### src/idzgb_pkg.sv
// ****************************************************************
// shared constants for the z delta velocity and gyro bias bank
// ****************************************************************
package idzgb_pkg;

  // ****************************************************************
  // register byte addresses (word registers sit at even addresses)
  // ****************************************************************
  localparam logic [6:0]  ADDR_DVZ_LO   = 7'h38;
  localparam logic [6:0]  ADDR_DVZ_HI   = 7'h3a;
  localparam logic [6:0]  ADDR_GX_LO    = 7'h40;
  localparam logic [6:0]  ADDR_GX_HI    = 7'h42;
  localparam logic [6:0]  ADDR_GY_LO    = 7'h44;
  localparam logic [6:0]  ADDR_GY_HI    = 7'h46;
  localparam logic [6:0]  ADDR_GZ_LO    = 7'h48;
  localparam logic [6:0]  ADDR_GZ_HI    = 7'h4a;

  // ****************************************************************
  // reset values and data formats
  // ****************************************************************
  localparam logic [15:0] BIAS_RST      = 16'h0000;
  localparam logic [31:0] DV_RST        = 32'h0000_0000;
  localparam logic [15:0] RD_IDLE       = 16'h0000;
  localparam logic [31:0] SAT_MAX       = 32'h7fff_ffff;
  localparam logic [31:0] SAT_MIN       = 32'h8000_0000;
  localparam int          NUM_AXES      = 3;
  localparam int          NUM_BIAS_WORDS = 6;
  // halving of the trapezoid sum, accel samples arrive pre-scaled by 1/fs
  localparam int          DV_SHIFT      = 1;

  // ****************************************************************
  // timing
  // ****************************************************************
  localparam int          CLK_HZ        = 25_000_000;
  localparam int          SAMPLE_HZ     = 2000;
  localparam int          SMP_CYC       = CLK_HZ / SAMPLE_HZ;

endpackage

### src/idzgb_regs.sv
`timescale 1ns/1ns
`default_nettype none
// Notes on behaviour
// - the low 16 bits of the z delta velocity read back as a read-only low word at 0x38.
// - the main word at 0x3a is twos complement over +/-400 m/s, zero is 0x0000, lsb 400/2^15.
// - in the 16-bit view positive values clip at 0x7fff and -400 m/s reads 0x8000.
// - main word over low word forms a 32-bit twos complement value clipped to 0x7fffffff..0x80000000.
// - both delta velocity words are read-only, not kept in flash, and host writes leave them alone.
// - user bias is added right after the factory stage, once per 2000 Hz internal sample.
// - factory coefficients have no register and cannot be read or written.
// - x gyro bias is read/write at 0x40 (low) and 0x42 (high), both reset to 0x0000.
// - y gyro bias is read/write at 0x44 (low) and 0x46 (high), both reset to zero.
// - z gyro bias is read/write at 0x48 (low) and 0x4a (high), both reset to zero.
// - each axis adds its high:low pair as one 32-bit correction to that gyro rate.
// - each axis bias is written independently without touching the others.
// - delta velocity is the trapezoidal sum over the decimation interval divided by twice fs.
module idzgb_regs
  import idzgb_pkg::*;
#(
  parameter int SMP_CYC_P = SMP_CYC
)(
  // clock and reset
  input  wire logic        clk_sys,
  input  wire logic        rstn,
  // register port from the serial engine
  input  wire logic [6:0]  reg_addr,
  input  wire logic        reg_wr,
  input  wire logic        reg_rd,
  input  wire logic [15:0] reg_wdata,
  output logic      [15:0] reg_rdata,
  output logic             reg_rvalid,
  // factory corrected samples from the signal chain
  input  wire logic [31:0] accel_z_smp,
  input  wire logic [31:0] gyro_x_fact,
  input  wire logic [31:0] gyro_y_fact,
  input  wire logic [31:0] gyro_z_fact,
  input  wire logic [15:0] decimation_setting,
  // results
  output logic      [31:0] gyro_x_corr,
  output logic      [31:0] gyro_y_corr,
  output logic      [31:0] gyro_z_corr,
  output logic      [31:0] dvel_z,
  output logic             data_rdy,
  output logic             smp_tick
);

  // ****************************************************************
  // reset release
  // ****************************************************************
  logic rst_meta_ff;
  logic rst_n_ff;

  // async assert, two flop release
  always_ff @(posedge clk_sys or negedge rstn) begin
    if (!rstn) begin
      rst_meta_ff <= 1'b0;
      rst_n_ff    <= 1'b0;
    end else begin
      rst_meta_ff <= 1'b1;
      rst_n_ff    <= rst_meta_ff;
    end
  end

  // ****************************************************************
  // internal sample clock
  // ****************************************************************
  localparam logic [15:0] TICK_LAST = 16'(SMP_CYC_P - 1);
  logic [15:0] tick_cnt_ff;
  logic        smp_tick_ff;

  // one pulse every SMP_CYC_P clocks, 2000 Hz by default
  always_ff @(posedge clk_sys or negedge rst_n_ff) begin
    if (!rst_n_ff) begin
      tick_cnt_ff <= 16'h0000;
      smp_tick_ff <= 1'b0;
    end else begin
      smp_tick_ff <= (tick_cnt_ff == TICK_LAST);
      tick_cnt_ff <= (tick_cnt_ff == TICK_LAST) ? 16'h0000 : tick_cnt_ff + 16'h0001;
    end
  end

  // ****************************************************************
  // gyro bias words, flash copy lives outside this block
  // ****************************************************************
  logic [15:0]                 bias_ff [0:NUM_BIAS_WORDS-1];
  logic [NUM_AXES-1:0][31:0]   bias_pair;
  logic [5:0]                  word_idx;
  logic [5:0]                  bias_idx;
  logic                        bias_hit;

  assign word_idx = reg_addr[6:1];
  assign bias_idx = word_idx - ADDR_GX_LO[6:1];
  // delta velocity words fall outside this range, so host writes never reach them
  assign bias_hit = (word_idx >= ADDR_GX_LO[6:1]) && (word_idx <= ADDR_GZ_HI[6:1]);

  genvar wi;
  generate
    for (wi = 0; wi < NUM_BIAS_WORDS; wi++) begin : g_bias
      // each word has its own strobe so axes never disturb each other
      always_ff @(posedge clk_sys or negedge rst_n_ff) begin
        if (!rst_n_ff) begin
          bias_ff[wi] <= BIAS_RST;
        end else if (reg_wr && bias_hit && (bias_idx == 6'(wi))) begin
          bias_ff[wi] <= reg_wdata;
        end
      end
    end
    for (wi = 0; wi < NUM_AXES; wi++) begin : g_pair
      // high word on top, low word adds resolution below
      assign bias_pair[wi] = {bias_ff[2*wi+1], bias_ff[2*wi]};
    end
  endgenerate

  // ****************************************************************
  // correction chain and delta velocity
  // ****************************************************************
  logic [NUM_AXES-1:0][31:0] rate_corr;
  logic [31:0]               dvel_ff;
  logic                      dvel_vld_ff;

  // factory stage is upstream, only its outputs enter here
  idzgb_gyro_corr u_corr (
    .clk_sys     (clk_sys),
    .rst_n       (rst_n_ff),
    .smp_tick    (smp_tick_ff),
    .rate_in     ({gyro_z_fact, gyro_y_fact, gyro_x_fact}),
    .bias_in     (bias_pair),
    .rate_out_ff (rate_corr)
  );

  idzgb_dvel_integ u_integ (
    .clk_sys     (clk_sys),
    .rst_n       (rst_n_ff),
    .smp_tick    (smp_tick_ff),
    .accel_smp   (accel_z_smp),
    .dec_set     (decimation_setting),
    .dvel_ff     (dvel_ff),
    .dvel_vld_ff (dvel_vld_ff)
  );

  // ****************************************************************
  // read path, one cycle after the strobe
  // ****************************************************************
  logic [15:0] rdata_ff;
  logic [15:0] nxt_rdata;
  logic        rvalid_ff;

  // unmapped words, factory terms among them, read as zero
  always_comb begin
    nxt_rdata = RD_IDLE;
    if (word_idx == ADDR_DVZ_LO[6:1]) begin
      nxt_rdata = dvel_ff[15:0];
    end else if (word_idx == ADDR_DVZ_HI[6:1]) begin
      nxt_rdata = dvel_ff[31:16];
    end else if (bias_hit) begin
      nxt_rdata = bias_ff[bias_idx[2:0]];
    end
  end

  // read data holds until the next read
  always_ff @(posedge clk_sys or negedge rst_n_ff) begin
    if (!rst_n_ff) begin
      rdata_ff  <= RD_IDLE;
      rvalid_ff <= 1'b0;
    end else begin
      rvalid_ff <= reg_rd;
      if (reg_rd) begin
        rdata_ff <= nxt_rdata;
      end
    end
  end

  // ****************************************************************
  // outputs, all from flops
  // ****************************************************************
  assign reg_rdata   = rdata_ff;
  assign reg_rvalid  = rvalid_ff;
  assign gyro_x_corr = rate_corr[0];
  assign gyro_y_corr = rate_corr[1];
  assign gyro_z_corr = rate_corr[2];
  assign dvel_z      = dvel_ff;
  assign data_rdy    = dvel_vld_ff;
  assign smp_tick    = smp_tick_ff;

  logic [31:0] gx_wrap;

  // plain wrapped sum, only trusted when the operands cannot overflow
  assign gx_wrap = gyro_x_fact + bias_pair[0];
endmodule
`default_nettype wire

### src/idzgb_dvel_integ.sv
`timescale 1ns/1ns
`default_nettype none
// ****************************************************************
// trapezoidal delta velocity integrator, one axis
// ****************************************************************
module idzgb_dvel_integ
  import idzgb_pkg::*;
(
  // clock and reset
  input  wire logic        clk_sys,
  input  wire logic        rst_n,
  // sample stream
  input  wire logic        smp_tick,
  input  wire logic [31:0] accel_smp,
  input  wire logic [15:0] dec_set,
  // result
  output logic      [31:0] dvel_ff,
  output logic             dvel_vld_ff
);

  logic signed [47:0] sum_ff;
  logic signed [47:0] nxt_sum;
  logic signed [47:0] total;
  logic signed [47:0] scaled;
  logic signed [31:0] prev_ff;
  logic        [15:0] cnt_ff;
  logic               last;
  logic        [31:0] nxt_dvel;

  // sum of this and previous sample, then halved
  always_comb begin
    total  = sum_ff + 48'(signed'(accel_smp)) + 48'(signed'(prev_ff));
    scaled = total >>> DV_SHIFT;
    last   = (cnt_ff == dec_set);
    nxt_sum = last ? 48'sh0 : total;
    // clip to 32 bits so the high word alone also saturates
    if (scaled > 48'(signed'(SAT_MAX))) begin
      nxt_dvel = SAT_MAX;
    end else if (scaled < 48'(signed'(SAT_MIN))) begin
      nxt_dvel = SAT_MIN;
    end else begin
      nxt_dvel = scaled[31:0];
    end
  end

  // accumulation over the decimation interval
  always_ff @(posedge clk_sys or negedge rst_n) begin
    if (!rst_n) begin
      sum_ff  <= 48'sh0;
      prev_ff <= 32'sh0;
      cnt_ff  <= 16'h0000;
    end else if (smp_tick) begin
      sum_ff  <= nxt_sum;
      prev_ff <= signed'(accel_smp);
      cnt_ff  <= last ? 16'h0000 : cnt_ff + 16'h0001;
    end
  end

  // result published once per interval
  always_ff @(posedge clk_sys or negedge rst_n) begin
    if (!rst_n) begin
      dvel_ff     <= DV_RST;
      dvel_vld_ff <= 1'b0;
    end else begin
      dvel_vld_ff <= smp_tick && last;
      if (smp_tick && last) begin
        dvel_ff <= nxt_dvel;
      end
    end
  end
endmodule
`default_nettype wire

### src/idzgb_gyro_corr.sv
`timescale 1ns/1ns
`default_nettype none
// ****************************************************************
// user bias stage, after the factory corrected rates
// ****************************************************************
module idzgb_gyro_corr
  import idzgb_pkg::*;
(
  // clock and reset
  input  wire logic                      clk_sys,
  input  wire logic                      rst_n,
  // sample stream
  input  wire logic                      smp_tick,
  input  wire logic [NUM_AXES-1:0][31:0] rate_in,
  input  wire logic [NUM_AXES-1:0][31:0] bias_in,
  // corrected rates
  output logic      [NUM_AXES-1:0][31:0] rate_out_ff
);

  genvar ax;
  generate
    for (ax = 0; ax < NUM_AXES; ax++) begin : g_axis
      logic signed [32:0] sum;
      logic        [31:0] nxt_rate;

      // saturating add keeps a large bias from wrapping the rate
      always_comb begin
        sum = 33'(signed'(rate_in[ax])) + 33'(signed'(bias_in[ax]));
        if (sum > 33'(signed'(SAT_MAX))) begin
          nxt_rate = SAT_MAX;
        end else if (sum < 33'(signed'(SAT_MIN))) begin
          nxt_rate = SAT_MIN;
        end else begin
          nxt_rate = sum[31:0];
        end
      end

      // one update per processed sample
      always_ff @(posedge clk_sys or negedge rst_n) begin
        if (!rst_n) begin
          rate_out_ff[ax] <= DV_RST;
        end else if (smp_tick) begin
          rate_out_ff[ax] <= nxt_rate;
        end
      end
    end
  endgenerate

endmodule
`default_nettype wire

### config.mk
export PLATFORM = sky130hd
export DESIGN_NAME = idzgb_regs
export DESIGN_NICKNAME = d
export VERILOG_FILES = /design/src/idzgb_pkg.sv /design/src/idzgb_regs.sv /design/src/idzgb_dvel_integ.sv /design/src/idzgb_gyro_corr.sv
export SDC_FILE = /design/constraint.sdc
export NUM_CORES = 1
export LEC_CHECK = 0
export ABC_AREA = 1
export BUFFER_PORTS_ARGS = -buffer_cell sky130_fd_sc_hd__buf_2
export CAP_MARGIN = 15
export CORE_MARGIN = 1.5
export CORE_UTILIZATION = 35
export DETAILED_ROUTE_END_ITERATION = 12
export PLACE_DENSITY_LB_ADDON = 0.1
export SETUP_SLACK_MARGIN = 0.15
export SLEW_MARGIN = 20
export SYNTH_ARGS = -nofsm -noshare
export SYNTH_HDL_FRONTEND = slang
export SYNTH_HIERARCHICAL = 1
export SYNTH_SLANG_ARGS = --single-unit
### constraint.sdc
create_clock -name clk_sys -period 20.7 [get_ports clk_sys]
set_input_delay 1.035 -clock clk_sys [delete_from_list [all_inputs] [get_ports clk_sys]]
set_output_delay 1.035 -clock clk_sys [all_outputs]
set_load 0.005 [all_outputs]
* Yosys cells after proc, flatten, opt, wreduce, memory -nomap -nowiden
Index checks and enable logic that the tools add are counted.
** Word-level totals
- Bits of input ports :: 171
- Output and inout bits :: 147
- Logic and storage cells :: 76
- Register bits :: 357
** Operators by class
- Multiplexer cells :: 17
- Reduce and logical (&&, ||, !) cells :: 10
- $add $sub $neg :: 8
- Bitwise logic cells :: 1
- Eq/ne operators :: 9
- Order comparisons :: 11
** Operator list (count)
- 32-bit 2-to-1 mux :: 8
- 16-bit 2-to-1 mux :: 7
- 32-bit by 32-bit adder with 33-bit output :: 3
- 33-bit by 32-bit > comparator with 1-bit output (second input constant) :: 3
- 33-bit by 32-bit < comparator with 1-bit output (second input constant) :: 3
- 48-bit by 32-bit adder with 48-bit output :: 2
- 16-bit binary-select mux with 3-bit select :: 1
- 48-bit 2-to-1 mux :: 1
- 47-bit by 32-bit > comparator with 1-bit output (second input constant) :: 1
- 47-bit by 32-bit < comparator with 1-bit output (second input constant) :: 1
- 16-bit by 1-bit adder with 16-bit output (second input constant) :: 2
- 16-bit by 14-bit equality test with 1-bit output (second input constant) :: 1
- 16-bit equality test :: 1
- 6-bit by 2-bit equality test with 1-bit output (second input constant) :: 2
- 6-bit by 3-bit equality test with 1-bit output (second input constant) :: 2
- 6-bit by 5-bit equality test with 1-bit output (second input constant) :: 2
- 1-bit logical AND :: 9
- 6-bit by 1-bit equality test with 1-bit output (second input constant) :: 1
- 6-bit >= comparator (second input constant) :: 1
- 6-bit less-or-equal comparator (second input constant) :: 1
- 6-bit logical NOT :: 1
- 6-bit subtractor (second input constant) :: 1
- 4-bit >= comparator (second input constant) :: 1
- 3-bit NOT with 4-bit output :: 1

* Longest topological paths before layout
Gate-level depths: netlist (run 1).
- Depth after elaboration :: 8
- Mapped depth :: 23
- Mapped depth without buffers :: 22

* Cells and area by module
Netlist (run 1), hierarchy kept.
** Modules (own cells, without submodules)
- idzgb_gyro_corr :: times used 1, area each 11114.4 sq um, cells an instance 1982, sequential area each 2402.3 sq um
- idzgb_dvel_integ :: times used 1, area each 10784.1 sq um, cells an instance 1568, sequential area each 3228.1 sq um
- idzgb_regs :: times used 1, area each 6907.9 sq um, cells an instance 958, sequential area each 3303.2 sq um

* Least setup slack after synthesis (run 1)
Ideal clock, no wire load.
- Path kind :: input to register
- Start point :: input port accel_z_smp[1]
- End point :: register u_integ.dvel_ff[10]
- Data required time :: 20579 ps
- Path buffers :: 1
- Setup time :: 121 ps
- Arrival :: 3608 ps
- Cell stages on the path :: 20
- Setup slack :: 16971 ps
- Path through :: fa_1 > ha_1 > fa_1 > nand2_1 > nand3_1 > nand3_1 > nand2_1 > nand2_1 > nand2_1 > nand2_1 > nand3_1 > nand2_1 > nand2_1 > nor2_1 > nand2_1 > nor2_1 > nand2_1 > a21oi_4 > buf_6 > a21oi_2
** Between the ends
- Cells in the longest elaborated chain, start to end :: 5
- Elaborated cells on any way between the ends :: 6
- Classes of those cells :: add/sub (2); order compare (2); mux (2)
** Ends and longest elaborated chain
- start, declared :: RTL line idzgb_regs.sv:33 : input wire logic [31:0] accel_z_smp,
- 48-bit by 32-bit adder with 48-bit output (*) (2 in series) :: RTL line idzgb_dvel_integ.sv:32 : total = sum_ff + 48'(signed'(accel_smp)) + 48'(signed'(prev_ff));
- 47-bit by 32-bit < comparator with 1-bit output :: RTL line idzgb_dvel_integ.sv:39 : end else if (scaled < 48'(signed'(SAT_MIN))) begin
- 32-bit 2-to-1 mux :: RTL line idzgb_dvel_integ.sv:39
- 32-bit 2-to-1 mux (*) :: RTL line idzgb_dvel_integ.sv:37 : if (scaled > 48'(signed'(SAT_MAX))) begin
- end signal, assigned :: RTL line idzgb_dvel_integ.sv:67 : dvel_ff <= nxt_dvel;
- end, declared :: RTL line idzgb_dvel_integ.sv:17 : output logic [31:0] dvel_ff,
Every way passes the cells marked *; elsewhere a longest branch is shown, timed or not.
A chain may end at the register's enable or synchronous reset.

* Final worst setup path (run 1)
- Start point :: register u_integ.prev_ff[31]
- End point :: register u_integ.dvel_ff[16]
** Between the ends
- Cells in the longest elaborated chain, start to end :: 4
- Elaborated cells on any way between the ends :: 5
- Classes of those cells :: add/sub (1); order compare (2); mux (2)
** Ends and longest elaborated chain
- start, declared :: RTL line idzgb_dvel_integ.sv:25 : logic signed [31:0] prev_ff;
- start signal, assigned :: RTL line idzgb_dvel_integ.sv:54 : prev_ff <= signed'(accel_smp);
- 48-bit by 32-bit adder with 48-bit output (*) :: RTL line idzgb_dvel_integ.sv:32
- 47-bit by 32-bit < comparator with 1-bit output :: RTL line idzgb_dvel_integ.sv:39
- 32-bit 2-to-1 mux :: RTL line idzgb_dvel_integ.sv:39
- 32-bit 2-to-1 mux (*) :: RTL line idzgb_dvel_integ.sv:37
Marked as above.

==> impl_metrics.ini, run 1 <==
[run_status]
status = finished clean

[synthesis]
syn-num-nets = 4874
syn_inst = 4508
async_flop_share_pct = 100
synth_top_family_by_area = simple AND/OR/NAND/NOR gates
synth_edf_count = 0
netlist_area_um2 = 28800
synthMuxAreaShare_pct = 0
postSynthAreaPerCell_um2 = 6.39
synth_fa_ha_area_share_pct = 9.80
synth-compound-area-share_pct = 7.44
synthFlopType = dfrtp_1
synthTopCellsByArea = dfrtp_1 (31%), nand2_1 (27%), inv_1 (9.0%), ha_1 (6.3%), fa_1 (3.5%)
ys_warn_count = 6
netlist.area_leader.share_pct = 31.0
ys_types = 50
yosysSeqAreaShare_pct = 31.0
yosys.area_share.simple_pct = 37.1
synth_seq_cells = 357
synth_xor_area_share_pct = 3.25
yosys.area.top_type = dfrtp_1

[power_and_ir_drop]
peakVddDrop_mv = 0.0541
p_per_area_nw_per_um2 = 67.1
power.total_mw = 2.21
p_leak_nw = 19.7

[worst_setup_path]
r2r_cells = 17
critical_path.slowest_cell = dfrtp_1
slowest_delay_ps = 970
rr_startpoint = u_integ/prev_ff[31]
cp_data_arrival_time_ps = 5350
crit_chain = fa_1 > ha_1 > nand2_1 > nor2_1 > inv_1 > nor2_1 > and2_1 > nand3_1 > nand4_1 > nand2_1 > nor2_1 > nand2_1 > nor2_1 > nand2_1 > a21oi_4 > buf_4 > a21oi_2
r2r_slack_ps = 15810
path_max_fanout = 18
critPathLaunchType = flop
cp.required_ps = 21160
reg2reg_to = u_integ/dvel_ff[16]
crit_path_end_kind = flop
path_class = flop to flop

[clock_network]
clk_pin_slew_ps = 50
cts_buffers = 47
cts_tree = done
cts_hold_buffers = 0
postCtsSetupBuffers = 0
htreeDepth = 2
cts.sink_count = 357
cts_resized = 0
cts_max_path_buffers = 3
cts-root-buf = clkbuf_16
clock_latency_ps = 620

[timing]
final-setup-viol-count = 0
hold_slack_ps = 205
max_freq_mhz = 204
final.setup.tns_ps = 0
rsz0062_at_grt = false
drv_slew = 0
tightestPinTransition_ps = 968
finClkSkew_ps = 27.8
final_hold_viol_count = 0
finalCritPeriodShare_pct = 23.6
fin_crit_ps = 4890
slew_headroom_pct = 35.5

[floorplan]
fp.dieArea_um2 = 84000
ios = 318
std_cell_rows = 105
dieWidth_um = 290
core_um2 = 81700
die_h_um = 290
start_util_pct = 35.3

[final_layout]
layout-drive-gt1-share_pct = 11.6
area_delta_synth_final_pct = 14.3
finish.utilization_pct = 40.3
seqCellArea_um2 = 8940
layout_common_cells = nand2_1 (2047), inv_1 (688), dfrtp_1 (355), buf_2 (316), nor2_1 (270)
n_fill_cell = 8962
nets = 5142
multi_input_area_um2 = 16600
stdcell_area_um2 = 32900
final_common_cell = nand2_1

[drt]
dr_total_vias = 27415
drtPass1Iterations = 5
ant_nets = 0
routedWlPerCell_um = 16.7
first_iter_violations = 1729
avgViaCountPerCell = 4.66
drc = 0
wl_um = 98000

[global_route]
grt.overflow.total = 0
use_met3_pct = 2.70
grt_first_pass_wirelength_um = 152000
grt_usage_pct = 23.3
grt_max_degree = 130
grt_pass1_vias = 26316
grt_antenna_before_repair = 7
grt_use_met2_pct = 38.6
grt-busiest-layer = met2
grt_use_met1_pct = 31.6

[min_path]
hold_class = input port to async pin

[placement]
io_buffers = 316
gp_congestion = 0.924
dpl.hpwl_um = 78600
place_area_um2 = 31200

[job]
maxCapViolations = 0
[Yosys cell counts, types with 14 or more instances]
cell      count
a21oi_1     110
ha_1        144
o21ai_1     106
buf_6        14
inv_1       690
a21oi_2      36
or2_2        31
fa_1         51
xor2_1       58
nand2_1    2048
o211ai_1     16
nand2_2      31
nor2_1      271
nor2_2       14
nand3_1     153
dfrtp_1     357
o21ai_0      61
inv_2        17
xnor2_1      49
nand4_1      36
o21bai_1     32
nor3_1       31
buf_2        43
clkbuf_1     43
[power breakdown]
part           internal (mW)  leakage, nW  switching, mW
sequential             0.725         4.77         0.0386
clock                  0.525        0.781          0.347
combinational          0.193         14.1          0.379
total                   1.44         19.7          0.764
[how the worst max path moves through the flow]
stage | startpoint | endpoint | slack, ps
2_1_floorplan | rst_n_ff | bias_ff[0] | 10010
3_3_place_gp | accel_z_smp[31] | u_integ/dvel_ff[24] | 15190
3_5_place_dp | accel_z_smp[31] | u_integ/dvel_ff[25] | 15220
4_1_cts | u_integ/prev_ff[31] | u_integ/dvel_ff[16] | 15810
5_1_grt | u_integ/prev_ff[31] | u_integ/dvel_ff[20] | 15390
6_report | u_integ/prev_ff[31] | u_integ/dvel_ff[16] | 15810
[metal layers]
layer	share of wire, %	vias up
li1	-	14242
met1	47	12515
met2	46	532
met3	3.9	126
met4	3.0	0
met5	0	-
[stage by stage]
stage	setup WS, ps	instances
finish	15810	5885
global route	15390	5885
CTS	15810	5879
detailed placement	15220	5795
global placement	15190	5795
floorplan	10010	4508
[kinds of logic (layout without fill, tap and decap cells)]
logic type	count (synthesis)	after routing
xor+xnor	107	107
buf+inv	823	1126
fa+ha+maj	195	195
flops	357	357
other cells	1	5
compound gates	371	371
simple gates	2654	2654
[sequential cells by signal, summed over array words and instances, names as in the netlist, 16 cells and up]
register	flops
u_integ/prev_ff	32
tick_cnt_ff	16
reg_rdata	16
u_integ/sum_ff	48
u_integ/cnt_ff	16
u_integ/dvel_ff	32
u_corr/rate_out_ff	96
bias_ff	96
[critical path: cells and delay by family (launching register included)]
kind	cells	cell delay [ps]
buf+inv	2	500
flops	1	970
fa+ha+maj	2	930
simple gates	11	1640
compound gates	2	670
[final cells by class]
class,instances,area share [%]
Antenna cell,4,0.0304
Tap cell,1070,4.07
Timing Repair Buffer,333,5.31
Clock buffer,62,3.90
Inverter,709,8.09
Multi-Input combinational cell,3328,50.4
Clock inverter,22,1.04
Sequential cell,357,27.2
Power figures use the tool's default switching activity.
==> run 2, diff against run 1 <==
clock period = 4.6 ns   (was 20.7 ns; I/O delays follow)
==> run 2 against run 1 <==
Combinational power increased to 4.6 times the previous value; register-to-register slack got worse by 15000 ps; clock power increased to 4.1 times the previous value; count of clock-buffer cells in the layout increased by 5; maximum frequency increased by 27%; setup slack got worse by 15000 ps; worst hold slack got worse by 150 ps; sequential share of layout area decreased by 0.30 points; die area unchanged; clock skew increased by 3.9 ps; critical endpoint is now u_integ/dvel_ff[8].
==> impl_metrics.ini, run 2 (synthesis gave the netlist of run 1 again) <==
[timing]
drv_slew = 0
final.setup.tns_ps = 0
final_hold_viol_count = 0
finClkSkew_ps = 31.7
max_freq_mhz = 259
fin_crit_ps = 3860
slew_headroom_pct = 30.8
finalCritPeriodShare_pct = 83.9
rsz0062_at_grt = false
tightestPinTransition_ps = 1040
final-setup-viol-count = 0
layout_setup_ws_ps = 739

[final_layout]
top_regs = bias_ff (96), u_corr/rate_out_ff (96), u_integ/sum_ff (48)
layout_common_cells = nand2_1 (2048), inv_1 (688), dfrtp_1 (355), buf_2 (316), nor2_1 (270)
layout-drive-gt1-share_pct = 11.5
area_delta_synth_final_pct = 15.6
final_common_cell = nand2_1
stdcell_area_um2 = 33300
n_fill_cell = 9017
nets = 5195

[placement]
dpl.hpwl_um = 79400
io_buffers = 316
gp_congestion = 0.916
pre_cts_ws_ps = 588
place_area_um2 = 31300

[job]
maxCapViolations = 0

[clock_network]
cts-root-buf = clkbuf_16
cts_resized = 0
postCtsSetupBuffers = 0
clock_latency_ps = 600
cts_max_path_buffers = 3
cts_buffers = 46
htreeDepth = 2
cts_tree = done
cts.sink_count = 357
clk_pin_slew_ps = 60

[worst_setup_path]
cpMostUsedCell = nand2_1
r2r_cells = 19
crit_chain = fa_1 > ha_1 > nand2_1 > inv_1 > nand2_1 > nand3_1 > a21oi_1 > nor2_1 > nor2_1 > nand2_1 > nand2_1 > nand2_1 > nor2_1 > nand2_1 > nor2_1 > nand2_1 > nand2_4 > nand2_1 > a21oi_2
crit_family = simple AND/OR/NAND/NOR gates
crit_buf_inv = 1
path_max_fanout = 31
slowest_delay_ps = 480
reg2reg_to = u_integ/dvel_ff[8]
r2r_slack_ps = 740
cp.required_ps = 5120
cp_data_arrival_time_ps = 4380
path_class = flop to flop
crit_path_end_kind = flop
critical_path.slowest_cell = fa_1
critPathLaunchType = flop
cp.depth = 19
rr_startpoint = u_integ/sum_ff[24]

[floorplan]
std_cell_rows = 105
core_um2 = 81700
die_h_um = 290
dieWidth_um = 290
fp.dieArea_um2 = 84000
start_util_pct = 35.3
ios = 318

[power_and_ir_drop]
power.share.clock_pct = 37.2
p_per_area_nw_per_um2 = 291
comb_power_share_pct = 27.3
p_leak_nw = 19.8
p_sw_share_pct = 35.4
internal_power_mw = 6.25
p_switching_mw = 3.42
peakVddDrop_mv = 0.262
p_seq_share_pct = 35.5

[min_path]
holdPathStages = 6
worstHoldEndpoint = u_corr/rate_out_ff[64]
hold_class = input port to flop
hp-start = gyro_z_fact[0]

[global_route]
grt_pass1_vias = 26467
grt_antenna_before_repair = 4
grt_max_degree = 101
grt.overflow.total = 0
grt_usage_pct = 23.4
grt_first_pass_wirelength_um = 153000

[drt]
drtPass1Iterations = 5
ant_nets = 0
drc = 0
first_iter_violations = 1577
dr_total_vias = 27375
routedWlPerCell_um = 16.7
avgViaCountPerCell = 4.61
wl_um = 99100

[run_status]
status = finished clean
==> run 2: cell types whose count changed in the layout (fill, tap and decap cells not counted), moves of 2 or more <==
| cell | previous run | this run |
|---|---|---|
| bufinv_16 | 7 | 2 |
| buf_12 | 1 | 3 |
| buf_4 | 14 | 18 |
| clkbuf_1 | 10 | 13 |
| clkbuf_8 | 5 | 8 |
| dlygate4sd3_1 | 0 | 50 |
| diode_2 | 4 | 1 |
==> run 2: worst min-delay path, cell delays in order <==
cell and delay (ps):
buf_2 80, ha_1 120, nand2_1 50, nand2_1 50
nand2_1 40, nand2_1 40
==> run 2: worst max-delay path by stage <==
| stage | slack, ps | start | endpoint |
|---|---|---|---|
| floorplan | 1080 | rst_n_ff | bias_ff[0] |
| global placement | 660 | accel_z_smp[31] | u_integ/dvel_ff[19] |
| detailed placement | 590 | accel_z_smp[31] | u_integ/dvel_ff[8] |
| CTS | 710 | u_integ/sum_ff[1] | u_integ/dvel_ff[8] |
| global route | 390 | u_integ/prev_ff[31] | u_integ/dvel_ff[7] |
| finish | 740 | u_integ/sum_ff[24] | u_integ/dvel_ff[8] |
==> run 2: timing repair <==
action                                  CTS  global route
hold buffers                             50             0
endpoints found under the setup margin    0             0
hold endpoints to repair                 67             0
==> run 2: area by class of cell <==
cell class                      instances  area [µm²]  share of cell area, %
Inverter                              709        2660                   8.00
Clock inverter                         17         170                  0.511
Antenna cell                            1        2.50                0.00752
Tap cell                             1070        1340                   4.02
Clock buffer                           67        1310                   3.94
Sequential cell                       357        8940                   26.9
Timing Repair Buffer                  387        2280                   6.84
Multi-Input combinational cell       3328       16600                   49.8
==> run 2: metal layers <==
metal	vias up	track usage, %	wire length [µm]
met2	508	38.4	45300
li1	14345	-	-
met4	2	6.94	2940
met5	-	0	11
met1	12395	31.6	46100
met3	125	3.78	4750
==> run 2: power by group through the flow <==
stage	Clock, mW	Combinational (mW)	Sequential, mW
floorplan	0	1.91	3.43
global placement	0	2.60	3.50
detailed placement	0	2.60	3.50
CTS	3.74	2.65	3.44
global route	3.85	3.03	3.45
finish	3.60	2.64	3.44
==> run 2: through the flow <==
stage,std cells,power (mW),util [%],hold slack [ps]
floorplan,4508,5.34,-,-65.6
global placement,5801,6.09,38.3,16.6
detailed placement,5801,6.10,38.3,16.9
CTS,5935,9.83,40.7,0.253
global route,5936,10.3,40.7,73.6
finish,5936,9.68,40.7,51.0
==> run 3, diff against run 2 <==
clock period = 3.2 ns   (was 4.6 ns; I/O delays follow)
==> run 3 against run 2 <==
Worst hold slack better by 64 ps; clock skew grew 4.3 ps; count of clock-buffer cells in the layout increased by 2; wire length increased by 4.3%; the run now ends with setup timing left; non-clock buffer count grew 200; first-iteration DRC count is 13% higher; sequential cell count did not move.
==> impl_metrics.ini, run 3 (synthesis gave the netlist of run 1 again) <==
[clock_network]
cts_buffers = 46
cts_tree = done
cts-root-buf = clkbuf_16
clock_latency_ps = 620
clk_pin_slew_ps = 60
cts.sink_count = 357
cts_max_path_buffers = 3
htreeDepth = 2

[min_path]
hold_class = input port to flop
hp-start = gyro_y_fact[2]

[drt]
wl_um = 103000
drc = 0
routedWlPerCell_um = 16.8
avgViaCountPerCell = 4.62
ant_nets = 0
dr_total_vias = 28345
drtPass1Iterations = 5
first_iter_violations = 1775

[floorplan]
fp.dieArea_um2 = 84000
ios = 318
core_um2 = 81700
std_cell_rows = 105
dieWidth_um = 290
start_util_pct = 35.3
die_h_um = 290

[worst_setup_path]
path_max_fanout = 8
critPathLaunchType = flop
crit_family = buffers and inverters
crit_buf_inv = 6
critical_path.slowest_cell = fa_1
rr_startpoint = u_integ/prev_ff[31]
slowest_delay_ps = 520
crit_chain = buf_12 > buf_8 > fa_1 > ha_4 > nand4_1 > nor2_2 > buf_4 > a21oi_4 > buf_6 > nand4_1 > nand2_1 > nor2_2 > nand2_2 > nor2_2 > nand2_2 > a21oi_4 > buf_12 > clkbuf_16 > a21oi_2
crit_path_end_kind = flop
cp_data_arrival_time_ps = 3930
critPathLaunch = u_integ/prev_ff[31]
cpMostUsedCell = nor2_2
path_class = flop to flop
cp.required_ps = 3700

[timing]
final-setup-viol-count = 31
slew_headroom_pct = 35.1
layout_setup_ws_ps = -234
finalCritPeriodShare_pct = 107
tightestPinTransition_ps = 973
drv_slew = 0
finClkSkew_ps = 36.0
rsz0062_at_grt = true
fin_crit_ps = 3430
final_hold_viol_count = 0
max_freq_mhz = 291

[power_and_ir_drop]
p_per_area_nw_per_um2 = 388
peakVddDrop_mv = 0.392
power.total_mw = 14.1
p_leak_nw = 21.1

[global_route]
grt_antenna_before_repair = 3
grt_max_degree = 85
grt_usage_pct = 24.3
grt_pass1_vias = 27589
grt_first_pass_wirelength_um = 159000
grt.overflow.total = 0

[run_status]
violations = setup timing
status = finished, violations left

[final_layout]
nets = 5395
layout-drive-gt1-share_pct = 19.2
area_delta_synth_final_pct = 25.9
n_fill_cell = 8762
layout_common_cells = nand2_1 (1966), inv_1 (677), dfrtp_1 (354), buf_2 (316), nor2_1 (226)
final_common_cell = nand2_1
top_regs = bias_ff (96), u_corr/rate_out_ff (96), u_integ/sum_ff (48)
stdcell_area_um2 = 36300

[job]
maxCapViolations = 0

[placement]
place_area_um2 = 32700
gp_congestion = 0.925
io_buffers = 316
dpl.hpwl_um = 82800
==> run 3: cell count changes in the layout (fill, tap and decap cells not counted), sizes merged <==
cell | before | now
buf | 337 | 529
bufinv | 2 | 0
clkbuf | 67 | 73
clkinv | 11 | 10
clkinvlp | 5 | 2
diode | 1 | 3
dlygate4sd3 | 50 | 54
inv | 708 | 709
==> run 3: where the power goes <==
group          internal, mW  switching (mW)
clock                  2.91            2.17
sequential             4.69           0.250
combinational          1.47            2.58
==> run 3: worst paths after layout <==
| kind | slack, ps | cells after the start | end |
|---|---|---|---|
| min in group asynchronous | 350 | 0 | u_integ/sum_ff[26] |
| worst min register to register | 350 | 0 | u_integ/sum_ff[26] |
| worst min-delay path | 120 | 7 | u_corr/rate_out_ff[34] |
| max in group asynchronous | 1890 | 1 | bias_ff[36] |
| worst max register to register | -230 | 19 | u_integ/dvel_ff[12] |
| worst max-delay path | -230 | 19 | u_integ/dvel_ff[12] |
==> run 3: worst register-to-register path, delay by kind of cell (launching register included) <==
kind                       cells  cell delay (ps)
and+or+nand+nor                8              840
buffers and inverters          6              880
AOI/OAI and AO/OA              3              300
DFF                            1              440
adders and majority gates      2              860
==> run 3: per-stage QoR <==
| step | setup WS, ps | setup TNS, ps | instances | hold WS (ps) | utilization [%] |
|---|---|---|---|---|---|
| 5_1_grt | -361 | -10220 | 6133 | 131 | 44.4 |
| 2_1_floorplan | -324 | -118300 | 4508 | -136 | - |
| 6_report | -234 | -6750 | 6135 | 115 | 44.4 |
| 3_3_place_gp | -332 | -9770 | 5967 | -52.7 | 40.0 |
| 4_1_cts | -260 | -7290 | 6113 | 86.1 | 43.1 |
| 3_5_place_dp | -322 | -9550 | 5967 | -53.9 | 40.0 |
==> run 3: what timing repair did <==
action,CTS,global route
setup endpoints to repair,32,91
resized for setup,68,215
buffers inserted,9,16
hold endpoints to repair,108,0
gates cloned,2,3
hold buffers,54,0
pin swaps,2,118
==> run 3: layout make-up <==
cell class                      instances  area, µm²  share of cell area [%]
Multi-Input combinational cell       3328      17800                    49.1
Sequential cell                       357       8940                    24.7
Timing Repair Buffer                  587       4060                    11.2
Inverter                              709       2670                    7.35
Clock buffer                           69       1350                    3.72
Tap cell                             1070       1340                    3.69
Clock inverter                         12       95.1                   0.262
Antenna cell                            3       7.51                  0.0207
==> run 3: per-layer routing <==
layer	vias up	share of wire, %	GRT usage [%]
li1	14751	-	-
met1	12927	46	32.6
met2	540	46	40.3
met3	123	4.7	3.78
met4	4	2.8	6.80
met5	-	0.026	0
